### src/rtl/port_pin_pkg.sv
// Constants for the general purpose port block.
// Assumes a single system clock and a synchronous active-high reset.
package port_pin_pkg;
  localparam int PIN_COUNT = 8;
  localparam int REDIRECT_COUNT = 9;
  localparam int REDIRECT_WIDTH = 8;
  localparam int GUARD_BIT_POS = 2;
  localparam int GUARD_CTRL_WIDTH = 8;
  localparam logic [7:0] DIR_RESET = 8'hFF;
  localparam logic [7:0] LATCH_RESET = 8'h00;
  localparam logic [7:0] PULLUP_RESET = 8'h00;
  localparam logic [7:0] LEVEL_RESET = 8'h00;
  localparam logic [7:0] HYST_RESET = 8'h00;
  localparam logic [7:0] ANALOG_RESET = 8'hFF;
  localparam logic [7:0] CONV_RESET = 8'h00;
  localparam logic [7:0] REDIRECT_RESET = 8'h00;
  localparam logic [7:0] GUARD_CTRL_RESET = 8'h00;
  // Pins that can only drive; a set bit marks an output-only pin.
  localparam logic [7:0] OUTPUT_ONLY_MASK = 8'h80;
  // Input buffer selection codes.
  typedef enum logic [1:0] {
    BUF_SCHMITT1 = 2'b00,
    BUF_SCHMITT3 = 2'b01,
    BUF_TTL = 2'b10,
    BUF_RESERVED = 2'b11
  } input_buffer_t;
endpackage

### src/rtl/port_pin_control.sv
// One eight-pin general purpose port with guarded control registers.
// Assumes a CPU-side write strobe per register and pads that take drive, enable and pull-up.
`timescale 1ns/1ps
`default_nettype none

// Notes on behaviour
// - A cleared direction bit makes the pin an output and a set bit makes it an input.
// - In output mode a cleared latch bit drives the pin low and a set bit drives it high.
// - Pull-ups are chosen per pin and act only while that pin is an input.
// - Level and hysteresis bits per pin pick Schmitt1 (00), Schmitt3 (hyst) or TTL (level).
// - One global read-source bit returns latch when clear, pin level when set, for outputs.
// - Nine redirection registers select where peripheral functions are routed.
// - The guard protects direction, pull-up, level, hysteresis and redirection registers.
// - An output-only pin can never become an input whatever software writes.
// - While guarded, writes to those registers are dropped but reads still return contents.
// - The guard is bit 2 of the access guard control register.
// - After reset the guard is off so port writes take effect until software sets it.
module port_pin_control
  import port_pin_pkg::*;
(
  input wire logic clock,
  input wire logic rst,
  input wire logic [7:0] write_data,
  input wire logic write_direction,
  input wire logic write_latch,
  input wire logic write_pullup,
  input wire logic write_level,
  input wire logic write_hysteresis,
  input wire logic write_analog,
  input wire logic write_converter,
  input wire logic write_guard_ctrl,
  input wire logic [8:0] write_redirect,
  input wire logic write_read_source,
  input wire logic [7:0] pin_in,
  output logic [7:0] pin_out,
  output logic [7:0] pin_oe,
  output logic [7:0] pullup_on,
  output logic [15:0] buffer_select,
  output logic [7:0] digital_enable,
  output logic [7:0] port_read,
  output logic [7:0] pin_direction_reg,
  output logic [7:0] pullup_select_reg,
  output logic [7:0] input_level_select_reg,
  output logic [7:0] input_hysteresis_select_reg,
  output logic [7:0] analog_digital_select_regs,
  output logic [7:0] converter_pin_config_reg,
  output logic [7:0] access_guard_ctrl,
  output logic read_source_select,
  output logic [71:0] peripheral_redirect_regs,
  output logic port_guard_bit
);

  // ----------------------------------------------------------------------
  // Input synchronisers
  // ----------------------------------------------------------------------
  // Pins are asynchronous; a change is accepted once stages two and three agree.
  // Only the second stage reads the first, which keeps a metastable value out of the compare.
  logic [7:0] sync1;
  logic [7:0] sync2;
  logic [7:0] sync3;
  logic [7:0] pin_level;

  always_ff @(posedge clock) begin
    if (rst) begin
      sync1 <= 8'h00;
      sync2 <= 8'h00;
      sync3 <= 8'h00;
      pin_level <= 8'h00;
    end else begin
      sync1 <= pin_in;
      sync2 <= sync1;
      sync3 <= sync2;
      for (int i = 0; i < PIN_COUNT; i++) begin
        if (sync2[i] == sync3[i]) begin
          pin_level[i] <= sync3[i];
        end
      end
    end
  end

  // ----------------------------------------------------------------------
  // Guard
  // ----------------------------------------------------------------------
  logic guarded;
  assign guarded = access_guard_ctrl[GUARD_BIT_POS];

  always_ff @(posedge clock) begin
    if (rst) begin
      access_guard_ctrl <= GUARD_CTRL_RESET;
    end else if (write_guard_ctrl) begin
      access_guard_ctrl <= write_data;
    end
  end

  // The copy is its own flop so the output stays registered; it loads on the same edge as
  // the control register, so the two never disagree.
  always_ff @(posedge clock) begin
    if (rst) begin
      port_guard_bit <= GUARD_CTRL_RESET[GUARD_BIT_POS];
    end else begin
      port_guard_bit <= (write_guard_ctrl ? write_data[GUARD_BIT_POS] : guarded);
    end
  end

  // ----------------------------------------------------------------------
  // Guarded control registers
  // ----------------------------------------------------------------------
  // Reads of these registers are plain outputs and never gated by the guard.
  always_ff @(posedge clock) begin
    if (rst) begin
      pin_direction_reg <= DIR_RESET | OUTPUT_ONLY_MASK;
    end else if (write_direction && !guarded) begin
      pin_direction_reg <= write_data;
    end
  end

  always_ff @(posedge clock) begin
    if (rst) begin
      pullup_select_reg <= PULLUP_RESET;
      input_level_select_reg <= LEVEL_RESET;
      input_hysteresis_select_reg <= HYST_RESET;
      analog_digital_select_regs <= ANALOG_RESET;
      converter_pin_config_reg <= CONV_RESET;
    end else if (!guarded) begin
      if (write_pullup) begin
        pullup_select_reg <= write_data;
      end
      if (write_level) begin
        input_level_select_reg <= write_data;
      end
      if (write_hysteresis) begin
        input_hysteresis_select_reg <= write_data;
      end
      if (write_analog) begin
        analog_digital_select_regs <= write_data;
      end
      if (write_converter) begin
        converter_pin_config_reg <= write_data;
      end
    end
  end

  genvar r;
  generate
    for (r = 0; r < REDIRECT_COUNT; r++) begin : g_redirect
      always_ff @(posedge clock) begin
        if (rst) begin
          peripheral_redirect_regs[r*REDIRECT_WIDTH +: REDIRECT_WIDTH] <= REDIRECT_RESET;
        end else if (write_redirect[r] && !guarded) begin
          peripheral_redirect_regs[r*REDIRECT_WIDTH +: REDIRECT_WIDTH] <= write_data;
        end
      end
    end
  endgenerate

  // ----------------------------------------------------------------------
  // Unguarded latch and read source
  // ----------------------------------------------------------------------
  // The latch is left outside the guard so software can still move pins while the
  // configuration is locked.
  logic [7:0] latch;

  always_ff @(posedge clock) begin
    if (rst) begin
      latch <= LATCH_RESET;
    end else if (write_latch) begin
      latch <= write_data;
    end
  end

  always_ff @(posedge clock) begin
    if (rst) begin
      read_source_select <= 1'b0;
    end else if (write_read_source) begin
      read_source_select <= write_data[0];
    end
  end

  // ----------------------------------------------------------------------
  // Pad control
  // ----------------------------------------------------------------------
  // Output-only pins ignore the direction bit, so they always drive.
  logic [7:0] is_output;
  assign is_output = ~pin_direction_reg | OUTPUT_ONLY_MASK;

  function automatic logic [1:0] buffer_code(input logic level, input logic hyst);
    buffer_code = {level, hyst};
  endfunction

  // Pad controls trail the registers by one cycle, traded for outputs straight from flops.
  // Digital enable is set only where both analog selects are cleared by software.
  always_ff @(posedge clock) begin
    if (rst) begin
      pin_out <= LATCH_RESET;
      // The output-only pin has no input mode to fall back on, so it drives even in reset.
      pin_oe <= ~DIR_RESET | OUTPUT_ONLY_MASK;
      pullup_on <= 8'h00;
      buffer_select <= 16'h0000;
      digital_enable <= 8'h00;
      port_read <= 8'h00;
    end else begin
      pin_out <= latch;
      pin_oe <= is_output;
      pullup_on <= pullup_select_reg & ~is_output;
      digital_enable <= ~analog_digital_select_regs & ~converter_pin_config_reg;
      for (int i = 0; i < PIN_COUNT; i++) begin
        buffer_select[2*i +: 2] <= buffer_code(input_level_select_reg[i],
                                               input_hysteresis_select_reg[i]);
        if (is_output[i] && !read_source_select) begin
          port_read[i] <= latch[i];
        end else begin
          port_read[i] <= pin_level[i];
        end
      end
    end
  end

endmodule // port_pin_control

`default_nettype wire

### config.mk
export PLATFORM = sky130hd
export DESIGN_NAME = port_pin_control
export DESIGN_NICKNAME = d
export VERILOG_FILES = /design/src/rtl/port_pin_pkg.sv /design/src/rtl/port_pin_control.sv
export SDC_FILE = /design/constraint.sdc
export NUM_CORES = 1
export LEC_CHECK = 0
export BUFFER_PORTS_ARGS = -buffer_cell sky130_fd_sc_hd__buf_2
export CAP_MARGIN = 5
export CORE_UTILIZATION = 40
export DETAILED_ROUTE_END_ITERATION = 8
export GPL_TIMING_DRIVEN = 0
export PLACE_DENSITY_LB_ADDON = 0.08
export SETUP_SLACK_MARGIN = 0.1
export SYNTH_ARGS = -nofsm -noshare
export SYNTH_HDL_FRONTEND = slang
export SYNTH_SLANG_ARGS = --single-unit
### constraint.sdc
create_clock -name clock -period 1.7 [get_ports clock]
set_clock_uncertainty 0.2 [all_clocks]
set_input_delay 0.085 -clock clock [delete_from_list [all_inputs] [get_ports clock]]
set_output_delay 0.085 -clock clock [all_outputs]
set_load 0.005 [all_outputs]
Yosys cells after proc, flatten, opt, wreduce, memory -nomap -nowiden. Cells that the tools add are included.

Eq/ne operators: 8. Muxes and demuxes: 9. Bitwise gates (word level): 7. Reduce and logical (&&, ||, !) cells: 24.

Operators with widths (number): 8-bit NOT (3); 1-bit logical AND (17); 8-bit AND (2); 2-bit AND reduction (5); 1-bit two-way mux (9); 1-bit == test (8); 7-bit NOT (1); 1-bit zero test (2); 1-bit NOT (1).

Flip-flop bits (word level): 226. Input bits: 36. Output and inout port bits: 186. Word-level logic and storage cells: 85.

Longest topological paths before layout.
Depth after elaboration: 3. Mapped depth: 5. Gate-level depth less buffers: 2.

Worst setup path before layout. No wires, ideal clock.

Kind: register to register. Start: register access_guard_ctrl[2]. End: register peripheral_redirect_regs[0]. Library setup time: 72 ps. Data arrival time: 974 ps. Data required time: 1428 ps. Path slack: 454 ps. Cell stages (with the launch flop): 5. Path buffers: 2. Clock period less this slack: 1246 ps. Path through: dfxtp_1 -> buf_6 -> nand2b_1 -> buf_6 -> mux2i_1.

Longest elaborated chain between the ends: 2.

Ends and longest elaborated chain: from (decl) (line port_pin_control.sv:47) `output logic [7:0] access_guard_ctrl,`; from (signal assigned) (line port_pin_control.sv:91) `access_guard_ctrl <= write_data;`; 1-bit zero test (line port_pin_control.sv:149) `end else if (write_redirect[r] && !guarded) begin`; 1-bit logical AND (line port_pin_control.sv:149); to (signal, indexed assignment) (line port_pin_control.sv:150) `peripheral_redirect_regs[r*REDIRECT_WIDTH +: REDIRECT_WIDTH] <= write_data;`; to (decl) (line port_pin_control.sv:49) `output logic [71:0] peripheral_redirect_regs,`.

No other way between the ends. A chain may end at the register's enable or synchronous reset.

==> out/qor.csv <==
stage,metric,value,unit
global_route,grt.total_usage,20.3,%
placed_design,gp_congestion,0.738,
yosys,ys_seq_area_share,56.6,%
critical_path,critPathTopFamily,buffers and inverters,
finish,drive_gt1_share,30.7,%
cts,clk_pin_slew,0.06,ns
critical_path,criticalPathCategory,input pin to flop,
critical_path,worstReg2RegStart,access_guard_ctrl[2]$_SDFFE_PP0P_,
critical_path,crit_buf_inv,3,
global_route,overflow,0,
critical_path,crit_required,1.89,ns
cts,cts_tree,done,
power,worst_ir_drop_vdd,789,uV
timing,holdWs,0.0193,ns
power,clkPwrFrac,42.2,%
timing,setup_tns,0,ns
critical_path,path_cells,dlygate4sd3_1 -> buf_2 -> mux2i_1 -> dlygate4sd3_1 -> nor2_1,
global_route,grt_antenna_before_repair,1,
yosys,syn_nets,739,
detailed_routing,drc_errors,0,
finish,largest-register,peripheral_redirect_regs,
detailed_routing,vias,5696,
critical_path,arrival,1.74,ns
yosys,postSynthAreaPerCell,11.3,sq um
detailed_routing,drtAntennaViolNets,0,
finish,largest_reg_flops,72,
cts,clockBufferDepth,3,
cts,cts_buffers,24,
timing,maxSlewViolCount,0,
placed_design,hpwl,14.4,mm
global_route,grt_max_degree,13,
yosys,syn_inst,703,
critical_path,endpoint_kind,flop,
floorplanning,ios,222,
finish,fin_area,10600,sq um
critical_path,r2r.worst_path.cells,4,
power,p_sw,2.76,mW
hold_path,min_path_cells,4,
hold_path,hold_path.class,input pin to flop,
finish,reg_top3,"peripheral_redirect_regs x72, buffer_select x16",
floorplanning,die_x,143,microns
power,p_int,9.23,mW
finish,fin_util,54.6,%
placed_design,dp.cells,1184,
critical_path,crit_fanout,8,
job,maxCapViolations,0,
timing,clock.fmax,645,MHz
cts,htreeDepth,1,
power,p_leak,5.22,nW
hold_path,min_from,rst,
finish,fin_cells,1278,
yosys,netlist_area,7920,sq um
yosys,ys_types,21,
cts,postCtsSetupRepairBufs,0,
finish,fillers,1755,
floorplanning,core_area,19500,sq um
critical_path,cpPeakStageDelay,0.56,ns
global_route,grt_pass1_wl,31.3,mm
detailed_routing,drt-total-wl,20.9,mm
critical_path,cp_num_cells,5,
cts,cts_sinks,224,
power,p_seq_share,47.7,%
power,combPwrFrac,10.1,%
yosys,synth-warning-count,0,
timing,finalCriticalPeriod,1.55,ns
critical_path,path_common_cell,dlygate4sd3_1,
detailed_routing,wl_per_cell,16.4,microns
floorplanning,dieArea,20400,sq um
detailed_routing,viasPerCell,4.46,
critical_path,cp_slowest_cell,dlygate4sd3_1,
cts,clk_latency,0.50,ns
detailed_routing,dr.pass1.iters,4,
global_route,grt_pass1_vias,5485,
floorplanning,initial_core_util,40.7,%
power,p_sw_share,23.0,%
yosys,ys_ff_latch,224,
finish,syn_to_final_growth,34.2,%
finish,diodes,0,
timing,rsz0062_at_grt,yes,
critical_path,critPathLaunch,write_guard_ctrl,
placed_design,placed_cell_area,9330,sq um
run_status,status,finished clean,
floorplanning,die_h,143,microns
detailed_routing,drt-initial-drc-count,165,
power,cellPowerDensity,1130,nW/um^2
finish,nets,1034,
placed_design,io_buffers,216,
timing,finalSetupViolations,0,
timing,hold_viol,0,
cts,ctsRootBufferMaster,clkbuf_16,
critical_path,setup.worst_path.start_class,input pin,
timing,finalCritPeriodShare,91.1,%
floorplanning,fp-row-count,51,
-- cell type report --
class	count	area [sq um]	area share (%)
Clock inverter	3	40.0	0.377
Clock buffer	38	724	6.82
Tap cell	265	332	3.12
Timing Repair Buffer	269	1610	15.2
Multi-Input combinational cell	409	2960	27.9
Sequential cell	224	4490	42.2
Inverter	16	60.1	0.565
Buffer	54	412	3.87
-- synthesized netlist by cell type --
master | number | area (sq um)
a21oi_1 | 14 | 70.1
buf_2 | 11 | 55.1
buf_6 | 23 | 259
dfxtp_1 | 224 | 4480
clkbuf_2 | 6 | 30.0
nor3_1 | 8 | 40.0
or3b_2 | 6 | 52.6
buf_1 | 1 | 3.75
clkbuf_1 | 9 | 33.8
or3b_1 | 1 | 8.76
inv_1 | 16 | 60.1
nand2b_4 | 10 | 138
o21ai_0 | 15 | 75.1
a21oi_2 | 1 | 8.76
nand2b_1 | 115 | 719
conb_1 | 2 | 7.51
nand2_1 | 15 | 56.3
nor2_1 | 49 | 184
buf_4 | 4 | 30.0
nor2b_1 | 35 | 219
mux2i_1 | 138 | 1380
-- cell families after synthesis --
logic type | share of synthesized area (%)
other | 0.0949
muxes | 17.4
AOI/OAI and AO/OA | 1.94
buffers and inverters | 5.96
DFF | 56.6
and+or+nand+nor | 17.9
-- through the flow --
stage          power (mW)  worst slack [ns]
6_report             12.0             0.151
5_1_grt              12.5            0.0719
4_1_cts              12.1             0.148
3_5_place_dp         6.95             0.147
3_3_place_gp         6.95             0.145
2_1_floorplan        6.43             0.454
-- power by group through the flow --
stage               Clock, mW  Combinational, mW  Sequential [mW]
floorplan                   0              0.613             5.82
global placement            0               1.12             5.82
detailed placement          0               1.13             5.83
CTS                      5.18               1.23             5.71
global route             5.41               1.33             5.75
finish                   5.06               1.21             5.71
-- final timing paths --
kind                                                     to  slack [ns]
setup / recovery          access_guard_ctrl[6]$_SDFFE_PP0P_        0.15
hold / removal                  buffer_select[5]$_SDFF_PP0_        0.02
setup reg to reg  peripheral_redirect_regs[51]$_SDFFE_PP0P_        0.28
hold reg to reg                         sync2[7]$_SDFF_PP0_        0.23
-- cells in the final DEF, fill, tap and decap left out --
| cell | netlist | routed |
|---|---|---|
| bufinv_16 | 0 | 1 |
| buf_6 | 23 | 23 |
| o21ai_0 | 15 | 15 |
| clkbuf_16 | 0 | 25 |
| nor2_1 | 49 | 49 |
| dfxtp_1 | 224 | 223 |
| nand2b_1 | 115 | 115 |
| clkbuf_8 | 0 | 5 |
| clkbuf_1 | 9 | 17 |
| nor2b_1 | 35 | 35 |
| or3b_2 | 6 | 6 |
| a21oi_2 | 1 | 1 |
| buf_4 | 4 | 4 |
| inv_1 | 16 | 16 |
| clkbuf_2 | 6 | 5 |
| conb_1 | 2 | 2 |
| buf_2 | 11 | 228 |
| or3b_1 | 1 | 1 |
| dfxtp_2 | 0 | 1 |
| a21oi_1 | 14 | 14 |
| dlygate4sd3_1 | 0 | 53 |
| clkinv_2 | 0 | 2 |
| nand2_1 | 15 | 15 |
| buf_1 | 1 | 1 |
| mux2i_1 | 138 | 138 |
| nand2b_4 | 10 | 10 |
| nor3_1 | 8 | 8 |
-- worst reg2reg max path, cell delays in order (launching register included) --
cell and delay, ns:
dfxtp_2 0.45, buf_6 0.19, nand2b_1 0.14, buf_6 0.16
mux2i_1 0.21
-- metal layers --
layer,vias to the layer above,track usage [%],part of all wire [%]
met5,-,0,0
met4,0,4.92,1.7
met2,172,32.6,45
li1,2870,-,-
met1,2628,27.5,46
met3,26,4.66,6.6
-- timing repair --
action,in CTS,in global routing
gates resized for setup,0,2
hold endpoints to repair,161,0
setup endpoints to repair,0,30
hold buffers,53,0
(Power assumes the default switching activity.)
